`config.mk`:
```
export PLATFORM = sky130hd
export DESIGN_NAME = tec_timer
export DESIGN_NICKNAME = d
export VERILOG_FILES = /design/src/verilog/tec_pkg.sv /design/src/verilog/tec_timer.sv
export SDC_FILE = /design/constraint.sdc
export NUM_CORES = 1
export LEC_CHECK = 0
export BUFFER_PORTS_ARGS = -buffer_cell sky130_fd_sc_hd__buf_2
export CORE_MARGIN = 1.5
export CORE_UTILIZATION = 40
export CTS_BUF_LIST = sky130_fd_sc_hd__clkbuf_2
export DETAILED_ROUTE_END_ITERATION = 12
export PLACE_DENSITY = 0.67
export REMOVE_ABC_BUFFERS = 1
export SYNTH_ARGS = -nofsm -noshare
export SYNTH_HDL_FRONTEND = slang
export SYNTH_SLANG_ARGS = --single-unit
export TNS_END_PERCENT = 1
```
`constraint.sdc`:
```
create_clock -name hclk -period 2.41 [get_ports hclk]
set_input_delay 0.241 -clock hclk [delete_from_list [all_inputs] [get_ports hclk]]
set_output_delay 0.241 -clock hclk [all_outputs]
set_load 0.01 [all_outputs]
```
`src/verilog/tec_pkg.sv`:
```
/*
 * Package for the 16-bit timer/event counter: register map, control
 * field positions, mode encodings and bus constants.
 * Assumes a single AHB-Lite master with 32-bit data and word access.
 */
package tec_pkg;

    // Byte addresses of the four registers (one aligned word each)
    localparam logic [7:0] TEC_ADDR_LOW  = 8'h00;
    localparam logic [7:0] TEC_ADDR_HIGH = 8'h04;
    localparam logic [7:0] TEC_ADDR_CTRL = 8'h08;
    localparam logic [7:0] TEC_ADDR_IRQ  = 8'h0C;

    // Control register fields
    localparam int TEC_MODE0_BIT = 6;
    localparam int TEC_MODE1_BIT = 7;
    localparam int TEC_RUN_BIT   = 4;
    localparam int TEC_EDGE_BIT  = 3;

    // Interrupt control register fields
    localparam int TEC_IRQ_EN_BIT   = 0;
    localparam int TEC_IRQ_FLAG_BIT = 1;

    localparam logic [7:0]  TEC_CTRL_RESET = 8'h00;
    localparam logic [15:0] TEC_FULL       = 16'hFFFF;
    localparam logic [15:0] TEC_ONE        = 16'h0001;
    localparam logic [1:0]  TEC_HTRANS_NONSEQ = 2'h2;
    localparam logic [1:0]  TEC_HRESP_OKAY    = 2'h0;

    typedef enum logic [1:0] {
        TEC_MODE_OFF   = 2'b00,
        TEC_MODE_EVENT = 2'b01,
        TEC_MODE_TIMER = 2'b10,
        TEC_MODE_PULSE = 2'b11
    } tec_mode_t;

    // Captured address phase of an AHB transfer
    typedef struct packed {
        logic       valid;
        logic       write;
        logic [7:0] addr;
    } tec_aphase_t;

endpackage

```
`src/verilog/tec_timer.sv`:
```
/*
 * 16-bit up-counting timer/event counter with preload register, buffered
 * byte access and three modes: interval timer, event counter and pulse
 * width measurement. Registers are reached over AHB-Lite.
 * Assumes the timer pin is asynchronous to hclk; it is synchronised here.
 */
`timescale 1ns/1ns

module tec_timer
    import tec_pkg::*;
(
    input  wire logic        hclk,
    input  wire logic        hresetn,
    input  wire logic        hsel,
    input  wire logic [31:0] haddr,
    input  wire logic [1:0]  htrans,
    input  wire logic        hwrite,
    input  wire logic [2:0]  hsize,
    input  wire logic [31:0] hwdata,
    input  wire logic        hready,
    output logic      [31:0] hrdata,
    output logic             hreadyout,
    output logic      [1:0]  hresp,
    input  wire logic        shared_timer_input_pin,
    input  wire logic        power_down,
    output logic             timer_irq,
    output logic             wake_request
);

    tec_aphase_t aph_reg;
    logic [15:0] preload_reg;
    logic [15:0] count_reg;
    logic [7:0]  low_buf_reg;
    logic [7:0]  rd_latch_reg;
    logic [7:0]  ctrl_reg;
    logic        irq_en_reg;
    logic        irq_flag_reg;
    logic [31:0] hrdata_reg;
    logic        pin_meta_reg;
    logic        pin_sync_reg;
    logic        pin_prev_reg;
    logic        pulse_act_reg;

    // Bus decode
    wire         take      = hsel & hready & (htrans == TEC_HTRANS_NONSEQ);
    wire         wr_low    = aph_reg.valid & aph_reg.write
                             & (aph_reg.addr == TEC_ADDR_LOW);
    wire         wr_high   = aph_reg.valid & aph_reg.write
                             & (aph_reg.addr == TEC_ADDR_HIGH);
    wire         wr_ctrl   = aph_reg.valid & aph_reg.write
                             & (aph_reg.addr == TEC_ADDR_CTRL);
    wire         wr_irq    = aph_reg.valid & aph_reg.write
                             & (aph_reg.addr == TEC_ADDR_IRQ);
    wire         rd_now    = take & ~hwrite;
    wire [7:0]   rd_addr   = haddr[7:0];
    wire         rd_high   = rd_now & (rd_addr == TEC_ADDR_HIGH);
    wire         rd_count  = rd_now & ((rd_addr == TEC_ADDR_HIGH)
                             | (rd_addr == TEC_ADDR_LOW));

    wire [1:0]   mode_bits = {ctrl_reg[TEC_MODE1_BIT],
                              ctrl_reg[TEC_MODE0_BIT]};
    wire         run       = ctrl_reg[TEC_RUN_BIT];
    wire         edge_sel  = ctrl_reg[TEC_EDGE_BIT];

    // Pin edges seen after the synchroniser
    wire         pin_rise  = pin_sync_reg & ~pin_prev_reg;
    wire         pin_fall  = ~pin_sync_reg & pin_prev_reg;
    // Edge bit low selects rising edges as active
    wire         act_edge  = edge_sel ? pin_fall : pin_rise;
    // Pulse mode has the opposite sense: edge bit low measures a low
    // pulse (falling start, rising end), high measures a high pulse
    wire         pls_start = edge_sel ? pin_rise : pin_fall;
    wire         ret_edge  = edge_sel ? pin_fall : pin_rise;
    // Pulse level follows the starting edge
    wire         act_level = edge_sel ? pin_sync_reg : ~pin_sync_reg;

    // Count qualification per mode
    logic tick;
    always_comb begin
        case (mode_bits)
            TEC_MODE_TIMER: tick = run;
            TEC_MODE_EVENT: tick = run & act_edge;
            TEC_MODE_PULSE: tick = run & pulse_act_reg & act_level;
            TEC_MODE_OFF:   tick = 1'b0;
            default:        tick = 1'b0;
        endcase
    end

    // Power-down gates the system-clock modes, never event counting
    wire         sys_ok    = ~power_down | (mode_bits == TEC_MODE_EVENT);
    // Inhibit during counter read and preload write
    wire         inhibit   = rd_count | wr_high;
    wire         inc       = tick & sys_ok & ~inhibit;
    wire         ovf       = inc & (count_reg == TEC_FULL);
    wire         pulse_end = run & (mode_bits == TEC_MODE_PULSE)
                             & pulse_act_reg & ret_edge;

    wire [15:0]  new_pre   = {hwdata[7:0], low_buf_reg};

    logic [15:0] preload_next;
    logic [15:0] count_next;
    always_comb begin
        preload_next = preload_reg;
        count_next   = count_reg;
        if (wr_high) begin
            preload_next = new_pre;
        end
        if (wr_high && !run) begin
            count_next = new_pre;
        end else if (ovf) begin
            // A fresh preload during run applies here
            count_next = preload_reg;
        end else if (inc) begin
            count_next = count_reg + TEC_ONE;
        end
    end

    logic [7:0] ctrl_next;
    always_comb begin
        ctrl_next = ctrl_reg;
        if (wr_ctrl) begin
            ctrl_next = hwdata[7:0];
        end else if (pulse_end) begin
            ctrl_next[TEC_RUN_BIT] = 1'b0;
        end
    end

    logic [31:0] rd_mux;
    always_comb begin
        case (rd_addr)
            TEC_ADDR_LOW:  rd_mux = {24'h000000, rd_latch_reg};
            TEC_ADDR_HIGH: rd_mux = {24'h000000, count_reg[15:8]};
            TEC_ADDR_CTRL: rd_mux = {24'h000000, ctrl_reg};
            TEC_ADDR_IRQ:  rd_mux = {30'h0, irq_flag_reg, irq_en_reg};
            default:       rd_mux = 32'h00000000;
        endcase
    end

    // Pin synchroniser; only the second and third stages feed logic
    always_ff @(posedge hclk or negedge hresetn) begin
        if (!hresetn) begin
            pin_meta_reg <= 1'b0;
            pin_sync_reg <= 1'b0;
            pin_prev_reg <= 1'b0;
        end else begin
            pin_meta_reg <= shared_timer_input_pin;
            pin_sync_reg <= pin_meta_reg;
            pin_prev_reg <= pin_sync_reg;
        end
    end

    // Preload has no reset value on purpose
    always_ff @(posedge hclk) begin
        preload_reg <= preload_next;
        count_reg   <= count_next;
    end

    always_ff @(posedge hclk or negedge hresetn) begin
        if (!hresetn) begin
            aph_reg     <= '0;
            low_buf_reg <= 8'h00;
            rd_latch_reg <= 8'h00;
            ctrl_reg    <= TEC_CTRL_RESET;
            hrdata_reg  <= 32'h00000000;
        end else begin
            aph_reg.valid <= take;
            aph_reg.write <= hwrite;
            aph_reg.addr  <= haddr[7:0];
            if (wr_low) begin
                low_buf_reg <= hwdata[7:0];
            end
            if (rd_high) begin
                rd_latch_reg <= count_reg[7:0];
            end
            ctrl_reg <= ctrl_next;
            if (rd_now) begin
                hrdata_reg <= rd_mux;
            end
        end
    end

    // Pulse measurement arms on the starting edge once running
    always_ff @(posedge hclk or negedge hresetn) begin
        if (!hresetn) begin
            pulse_act_reg <= 1'b0;
        end else if (!run || mode_bits != TEC_MODE_PULSE || pulse_end) begin
            pulse_act_reg <= 1'b0;
        end else if (pls_start) begin
            pulse_act_reg <= 1'b1;
        end
    end

    // Flag set wins over a software clear in the same cycle
    always_ff @(posedge hclk or negedge hresetn) begin
        if (!hresetn) begin
            irq_en_reg   <= 1'b0;
            irq_flag_reg <= 1'b0;
        end else begin
            if (wr_irq) begin
                irq_en_reg <= hwdata[TEC_IRQ_EN_BIT];
            end
            if (ovf) begin
                irq_flag_reg <= 1'b1;
            end else if (wr_irq) begin
                irq_flag_reg <= hwdata[TEC_IRQ_FLAG_BIT];
            end
        end
    end

    assign timer_irq    = irq_flag_reg & irq_en_reg;
    // Overflow never asks for wake-up
    assign wake_request = 1'b0;
    assign hrdata       = hrdata_reg;
    assign hreadyout    = 1'b1;
    assign hresp        = TEC_HRESP_OKAY;

endmodule

```
Yosys cells after proc, flatten, opt, wreduce, memory -nomap -nowiden

Index checks and enable logic that the tools add are counted.

Flip-flop bits (word level): 104
Input port bits: 76
Output and inout bits: 37
Word-level logic and storage cells: 84

Add/sub/neg operators: 1
Equality and inequality tests: 12
Multiplexer cells: 14
Bitwise gates (word level): 30
Reductions and logical operators: 11

Operator list:

| kind                                                                   | count |
|---|---|
| 16-bit two-way mux                                                     | 3 |
| 8-bit by 4-bit equality test with 1-bit output (second input constant) | 4 |
| 8-bit one-hot mux with 4 select lines                                  | 1 |
| 1-bit bitwise AND                                                      | 22 |
| 16-bit by 1-bit adder with 16-bit output (second input constant)       | 1 |
| 16-bit equality test (second input constant)                           | 1 |
| 8-bit by 3-bit equality test with 1-bit output (second input constant) | 2 |
| 8-bit zero test                                                        | 2 |
| 1-bit two-way mux                                                      | 9 |
| 2-bit equality test (second input constant)                            | 3 |
| 2-bit nonzero test                                                     | 3 |
| 1-bit NOT                                                              | 5 |
| 1-bit one-hot mux with 4 select lines                                  | 1 |
| 1-bit OR                                                               | 3 |
| 3-bit nonzero test                                                     | 1 |
| 2-bit by 1-bit equality test with 1-bit output (second input constant) | 1 |
| 2-bit zero test                                                        | 1 |
| 1-bit logical OR                                                       | 2 |
| 2-bit inequality test (second input constant)                          | 1 |
| 1-bit logical AND                                                      | 1 |
| 1-bit zero test                                                        | 1 |

Logic depth before layout (Yosys ltp)

Gate-level depths: netlist of run 1.

Depth after elaboration: 10
Mapped depth: 8
Gate-level depth less buffers: 7

Worst setup path before layout of run 1

OpenSTA, ideal clock, no wires.

Path type: register to register
Start point: register aph_reg[5] in the netlist's numbering
End point: register count_reg[0], enable pin
Library setup time: 0.406 ns
Data arrival time: 2.270 ns
Required time: 2.004 ns
Slack: -0.266 ns
Stages on the path, launching flop included: 5
Buffers on the path: 0
Clock period less this slack: 2.676 ns
Cells stage by stage: dfrtp_1 nor4_1 nand4_1 nor3b_2 o31ai_1

Cells in the longest elaborated chain, start to end: 7
Elaborated cells between the ends (all ways): 8
Those cells by class: eq/ne: 1; bitwise: 5; reduce/logical: 2

RTL lines:

| what                                               | line             | text |
|---|---|---|
| from (decl)                                        | tec_timer.sv:30  | `tec_aphase_t aph_reg;` |
| 8-bit by 3-bit equality test with 1-bit output (*) | tec_timer.sv:49  | `& (aph_reg.addr == TEC_ADDR_HIGH);` |
| 1-bit bitwise AND (*)                              | tec_timer.sv:49  |  |
| net wr_high                                        | tec_timer.sv:48  | `wire wr_high = aph_reg.valid & aph_reg.write` |
| 1-bit OR                                           | tec_timer.sv:92  | `wire inhibit = rd_count \| wr_high;` |
| 1-bit NOT                                          | tec_timer.sv:93  | `wire inc = tick & sys_ok & ~inhibit;` |
| 1-bit bitwise AND                                  | tec_timer.sv:93  |  |
| 1-bit bitwise AND                                  | tec_timer.sv:94  | `wire ovf = inc & (count_reg == TEC_FULL);` |
| 3-bit nonzero test (no source line) (*)            | --               |  |
| to (signal assigned)                               | tec_timer.sv:155 | `count_reg <= count_next;` |
| to (decl)                                          | tec_timer.sv:32  | `logic [15:0] count_reg;` |

The timed path passes the listed nets; every way through them passes the cells marked *.
A chain may end at the register's enable or synchronous reset.

Final worst setup path of run 1

Start point: register aph_reg[5] in the netlist's numbering
End point: register count_reg[2] (data pin)

Cells in the longest elaborated chain, start to end: 8
Elaborated cells between the ends (all ways): 9
Those cells by class: eq/ne: 1; mux: 2; bitwise: 5; reduce/logical: 1

RTL lines:

| what                                               | line             | text |
|---|---|---|
| 8-bit by 3-bit equality test with 1-bit output (*) | tec_timer.sv:49  |  |
| 1-bit bitwise AND (*)                              | tec_timer.sv:49  |  |
| net wr_high                                        | tec_timer.sv:48  |  |
| 1-bit OR                                           | tec_timer.sv:92  |  |
| 1-bit NOT                                          | tec_timer.sv:93  |  |
| 1-bit bitwise AND                                  | tec_timer.sv:93  |  |
| 1-bit bitwise AND                                  | tec_timer.sv:94  |  |
| 16-bit two-way mux                                 | tec_timer.sv:110 | `end else if (ovf) begin` |
| 16-bit two-way mux (*)                             | tec_timer.sv:108 | `if (wr_high && !run) begin` |
| net count_next[2]                                  | tec_timer.sv:101 | `logic [15:0] count_next;` |

Marked as above.

==> run summary, run 1 <==
Core box area - 0.00920 mm²
Hold Vio Cnt, Final - 0
Hold_ws - 242 ps
Rows - 35
TritonRoute pass-1 iters - 4
Vias in the first global route - 2492
Clock power frac - 0.250
Initial Util - 0.410
Max Slew Vio Count - 0
Post-synth cell types - 42
Tmin final - 2200 ps
CP max FO - 17
DRT iter0 DRCs - 170
Inserted Clock Buffers - 9
Remaining antenna violation count - 0
CP peak stage delay - 410 ps
Ports - 113
Utilization after layout - 0.470
Worst EP required - 2700 ps
# Max-Cap Violations - 0
Clock Latency Late Sink - 520 ps
Total Wirelength - 7.60 mm
Critical path type - reg -> reg
RSZ-0062 raised after global routing - no
Antenna Cells - 0
Cell Chain, Critical Path - nor4_1 > nand4_1 > nor3b_4 > nor4_4 > buf_12 > a211oi_1 > nor2_1
Clk root buf - clkbuf_2
Setup violators final - 0
Global-route wire length before repair - 12.4 mm
Largest net degree at the start of global routing - 30
Initial antenna violation count - 0
Arr. time, crit path - 2490 ps
CP max stage cell - dfrtp_1
Vias/cell - 4.99
P_sw - 0.644 mW
Status - finished clean
GRT Total Usage - 0.165
Seq pwr share - 0.651
Final Skew - 17.6 ps
Fmax - 0.454 GHz
Area Growth Syn to Fin - 14.9%
Final Power - 2.35 mW
Die X - 100 µm
Sequential fraction of the synthesis area - 0.574
GPL Wtd Cong - 0.851
Mean post-synth cell area - 11.9 µm²
Setup tns final - 0 ps
Non-Filler Instances - 496
Post-Synthesis Cells - 316
Worst path depth - 7
# H-tree levels - 3
Post-synthesis cell area - 0.00377 mm²
Die Span Y - 100 µm
Seq. cell area - 0.00216 mm²
CTS sink cnt - 80
Post-route cell area - 0.00433 mm²
Multi-input gate area - 0.00144 mm²
Remaining DRCs - 0
P per Cell Area - 544 mW/mm²
Detail Placement HPWL - 5.36 mm
CP bufs+invs - 1
Wirelength per Cell - 15.3 µm
Relative slew slack - 0.579
LEAKAGE - 1.82 nW
Count of state elements after synthesis - 80
Int Pwr - 1.71 mW
Least-Margin Pin Slew - 632 ps
Die ar. - 0.0100 mm²
Clock buffer depth - 2
Dpl ws - 183 ps
Fraction of layout cells with a size suffix above 1 - 0.221
Clock transition at path regs - 220 ps
Nets - 457
Total number of vias - 2473
Worst R2R Path Depth - 7
Ys Warns - 0
HP Class - in -> async
Setup ws final - 206 ps
Post-route clock period utilization - 0.915
Placed cell area - 0.00402 mm²
CP delay by family, top - simple AND/OR/NAND/NOR gates
Sw frac - 0.274
Comb power frac - 0.098
Port Buf Inserts - 33
Critical Path Start Type - flip-flop
Filler cells - 842
Grt ovf - 0
Worst IR drop on VDD - 191 µV
Cells after DPL - 459
Setup crit end kind - flip-flop
CTS tree - built
final timing paths:
check,from,to,slack (ps)
worst max-delay path,aph_reg[5],count_reg[2],210
worst min-delay path,hresetn,rd_latch_reg[0],240
worst max register to register,aph_reg[5],count_reg[2],210
worst min register to register,pin_meta_reg,pin_sync_reg,380
max in group asynchronous,hresetn,ctrl_reg[2],1550
min in group hclk,htrans[1],hrdata[0],360
cell usage after synthesis:
cell / count / area, µm²
a211oi_1: 5 / 37.5
a21boi_0: 1 / 7.51
a21boi_1: 1 / 7.51
a21oi_1: 10 / 50.1
a311oi_1: 1 / 8.76
a31oi_1: 1 / 6.26
and2_1: 1 / 6.26
and3_1: 3 / 18.8
and4_1: 2 / 17.5
and4b_1: 1 / 10.0
buf_1: 1 / 3.75
buf_4: 28 / 210
buf_6: 1 / 11.3
clkbuf_1: 6 / 22.5
conb_1: 2 / 7.51
dfrtp_1: 48 / 1200
edfxtp_1: 32 / 961
ha_1: 1 / 12.5
inv_1: 7 / 26.3
mux2_2: 22 / 248
mux2i_1: 20 / 200
mux4_2: 2 / 45.0
nand2_1: 29 / 109
nand2b_1: 6 / 37.5
nand3_1: 7 / 35.0
nand3b_1: 1 / 7.51
nand4_1: 6 / 37.5
nand4b_1: 1 / 8.76
nor2_1: 23 / 86.3
nor2b_1: 1 / 6.26
nor3_1: 2 / 10.0
nor3b_2: 1 / 12.5
nor4_1: 2 / 12.5
nor4_4: 1 / 21.3
o21ai_0: 11 / 55.1
o21ai_1: 10 / 50.1
o221ai_1: 1 / 8.76
o311ai_1: 1 / 8.76
o31ai_1: 1 / 7.51
or3_1: 3 / 18.8
xnor2_1: 7 / 61.3
xor2_1: 6 / 52.6
worst register-to-register path: cells and delay by family, from the launching register on:
family,cells,cell delay [ps]
AO/OA/AOI/OAI,1,240
flip-flops,1,410
AND/OR/NAND/NOR,5,1130
buffers and inverters,1,190
routing by layer:
layer	global-route usage	vias up	wire [µm]
li1	-	1201	-
met1	0.219	1178	3390
met2	0.261	81	3560
met3	0.0320	13	433
met4	0.0780	0	219
met5	0	-	0
power groups by stage:
stage	Sequential [mW]	Combinational [mW]	Clock [mW]
after floorplan	1.54	0.122	0
after global placement	1.55	0.202	0
after detailed placement	1.56	0.208	0
after CTS	1.53	0.233	0.607
after global routing	1.54	0.263	0.663
final	1.53	0.231	0.589
logic make-up (layout without fill, tap and decap cells):
logic type / after synthesis / after routing / synth area share
AOI/OAI and AO/OA: 43 / 43 / 0.0658
xor gates and xnor gates: 13 / 13 / 0.0302
adders and majority gates: 1 / 1 / 0.00332
buffers and inverters: 43 / 86 / 0.0728
DFF: 80 / 80 / 0.574
muxes: 44 / 44 / 0.131
other: 2 / 28 / 0.00199
and+or+nand+nor: 90 / 90 / 0.121
cells in the final DEF (no fill, tap or decap), types with 4 or more instances in the layout:
cell type / instances
a211oi_1: 5
a21oi_1: 10
buf_2: 33
buf_4: 6
clkbuf_2: 9
clkinv_2: 4
conb_1: 28
dfrtp_1: 48
dlygate4sd3_1: 21
edfxtp_1: 32
inv_1: 7
mux2_2: 22
mux2i_1: 20
nand2_1: 29
nand2b_1: 6
nand3_1: 7
nand4_1: 6
nor2_1: 23
o21ai_0: 11
o21ai_1: 10
xnor2_1: 7
xor2_1: 6
final cells by class:
cell class | instances | share of cell area
Sequential cell | 80 | 0.500
Clock inverter | 7 | 0.00896
Timing Repair Buffer | 63 | 0.109
Tap cell | 111 | 0.0321
Multi-Input combinational cell | 219 | 0.334
Inverter | 7 | 0.00607
Clock buffer | 9 | 0.0104
repair_timing:
item | CTS | global route
hold buffers | 21 | 0
resized for setup | 0 | 2
hold endpoints to repair | 56 | 0
endpoints found under the setup margin | 0 | 3
buffers inserted | 0 | 0
(Power assumes the default switching activity.)
==> run 2: changes to the inputs <==
--- a/config.mk
+++ b/config.mk
@@ -10,7 +10,6 @@
 export CORE_UTILIZATION = 40
 export CTS_BUF_LIST = sky130_fd_sc_hd__clkbuf_2
 export DETAILED_ROUTE_END_ITERATION = 12
-export PLACE_DENSITY = 0.67
 export REMOVE_ABC_BUFFERS = 1
 export SYNTH_ARGS = -nofsm -noshare
 export SYNTH_HDL_FRONTEND = slang
==> constraint.sdc (replaced) <==
create_clock -name hclk -period 2.19 [get_ports hclk]
set_input_delay 0.219 -clock hclk [delete_from_list [all_inputs] [get_ports hclk]]
set_output_delay 0.219 -clock hclk [all_outputs]
set_load 0.01 [all_outputs]
==> run 2 against run 1 <==
Flip-flop and latch count is the same. Utilization increased by 2.1 points. Sequential share of layout area shrank 2.2 points. Clock-buffer cell count rose by 2. Critical endpoint is now count_reg[0]. Largest cell class unchanged.
==> run summary, run 2 (synthesized netlist as in run 1, its figures left out) <==
# H-tree levels - 3 (unchanged)
LEAKAGE - 1.91 nW (+5.1%)
Clock transition at path regs - 230 ps (about the same)
Remaining DRCs - 0 (unchanged)
Ports - 113 (unchanged)
Vias/cell - 4.96 (-0.54%)
Antenna Cells - 0 (unchanged)
DRT iter0 DRCs - 116 (-32%)
Total Wirelength - 7.94 mm (+4.4%)
Status - finished clean
Top sig layer - met4
P per Cell Area - 608 mW/mm² (+12%)
Post-route clock period utilization - 0.983 (+0.0689)
Placed cell area - 0.00411 mm² (+2.2%)
Worst IR drop on VDD - 368 µV (+92%)
RSZ-0062 raised after global routing - yes
Filler cells - 830 (-1.4%)
GPL Wtd Cong - 0.852 (+0.16%)
GRT Total Usage - 0.167 (+0.00208)
Die Span Y - 100 µm (unchanged)
Die X - 100 µm (unchanged)
Vias in the first global route - 2456 (-1.4%)
Clock Latency Late Sink - 530 ps (about the same)
Cells after DPL - 471 (+2.6%)
Hold_ws - 290 ps (+47.2 ps)
Relative slew slack - 0.594 (+0.0152)
Post-route cell area - 0.00452 mm² (+4.6%)
Clock buffer depth - 2 (unchanged)
Wirelength per Cell - 15.5 µm (+0.91%)
Critical Path Start Type - flip-flop
Core box area - 0.00920 mm² (unchanged)
HP Class - in -> async
Arr. time, crit path - 2450 ps (-40 ps)
Hold Vio Cnt, Final - 0 (unchanged)
Grt ovf - 0 (unchanged)
TritonRoute pass-1 iters - 4 (unchanged)
CP max stage cell - dfrtp_1
Tmin final - 2150 ps (-50.3 ps)
Initial Util - 0.410 (unchanged)
Largest net degree at the start of global routing - 49 (+63%)
Initial antenna violation count - 0 (unchanged)
Setup tns final - 0 ps (unchanged)
Cell Chain, Critical Path - nor4_1 > nand4_1 > nor3b_2 > buf_4 > o31ai_2 > buf_12
Dpl ws - -15.5 ps (-199 ps)
Rows - 35 (unchanged)
Die ar. - 0.0100 mm² (unchanged)
Global-route wire length before repair - 12.4 mm (+0.16%)
CTS sink cnt - 80 (unchanged)
Worst EP required - 2480 ps (-220 ps)
CP max FO - 17 (unchanged)
# Max-Cap Violations - 0 (unchanged)
Total number of vias - 2544 (+2.9%)
Clk root buf - clkbuf_2
Non-Filler Instances - 513 (+3.4%)
Fmax - 0.464 GHz (+2.3%)
DRT met1 WL - 3.63 mm (+7.0%)
Most frequent cells in the layout - 48 x dfrtp_1, 33 x buf_2, 32 x edfxtp_1
Inserted Clock Buffers - 9 (unchanged)
Setup crit end kind - flip-flop
Setup violators final - 0 (unchanged)
Max Slew Vio Count - 0 (unchanged)
CP peak stage delay - 410 ps (about the same)
Port Buf Inserts - 33 (unchanged)
Detail Placement HPWL - 5.39 mm (+0.65%)
Utilization after layout - 0.492 (+0.0215)
Final Skew - 25.9 ps (+8.23 ps)
DR WL met2 - 3.90 mm (+9.4%)
Commonest non-fill, non-tap cell in the layout - dfrtp_1
CTS tree - built
Final Power - 2.75 mW (+17%)
Least-Margin Pin Slew - 609 ps (-22.8 ps)
Fraction of layout cells with a size suffix above 1 - 0.274 (+0.0529)
Remaining antenna violation count - 0 (unchanged)
Area Growth Syn to Fin - 20.1%
WL met3 - 317 µm (-27%)
Nets - 474 (+3.7%)
Critical path type - reg -> reg
Setup ws final - 36.3 ps (-170 ps)
-- run 2: cell types whose count changed in the layout (fill, tap and decap cells not counted), sizes merged --
cell / change
clkbuf: +2
buf: +17
clkinvlp: +1
bufinv: +1
clkinv: -4
-- run 2: worst max-delay path, delay by kind of cell (launching register included) --
kind / cells / cell delay [ps]
AND/OR/NAND/NOR: 3 / 860
buffers and inverters: 2 / 510
flip-flops: 1 / 410
AO/OA/AOI/OAI: 1 / 140
-- run 2: layer usage --
| metal | global-route usage | vias to the layer above |
|---|---|---|
| met5 | 0 | - |
| met4 | 0.0585 | 0 |
| met3 | 0.0418 | 8 |
| met2 | 0.274 | 62 |
| met1 | 0.216 | 1243 |
| li1 | - | 1231 |
-- run 2: worst paths after layout --
kind                                    to  depth (start not counted)          from  slack (ps)
min                          pulse_act_reg                          3       hresetn         290
min reg2reg                   pin_sync_reg                          0  pin_meta_reg         380
max                           count_reg[0]                          6    aph_reg[5]          40
max in group asynchronous  rd_latch_reg[6]                          3       hresetn        1480
min in group hclk             irq_flag_reg                          6    power_down         310
max reg2reg                   count_reg[0]                          6    aph_reg[5]          40
-- run 2: power by group --
part / total (mW) / switching (mW) / internal, mW / leakage, nW
sequential: 1.66 / 0.0409 / 1.62 / 0.897
clock: 0.772 / 0.503 / 0.270 / 0.0642
combinational: 0.312 / 0.165 / 0.147 / 0.950
-- run 2: layout make-up --
cell class,count,area [µm²],area share
Clock buffer,11,55.1,0.0122
Inverter,7,26.3,0.00581
Sequential cell,80,2160,0.478
Timing Repair Buffer,80,607,0.134
Multi-Input combinational cell,219,1480,0.327
Clock inverter,5,57.6,0.0127
Tap cell,111,139,0.0307
-- run 2: what timing repair did --
item                       4_1_cts  5_1_grt
resized for setup                1       12
pin swaps                        0        7
hold endpoints to repair        80        0
setup endpoints to repair       10       31
setup buffers                    0        4
gates cloned                     0        1
hold buffers                    21        0
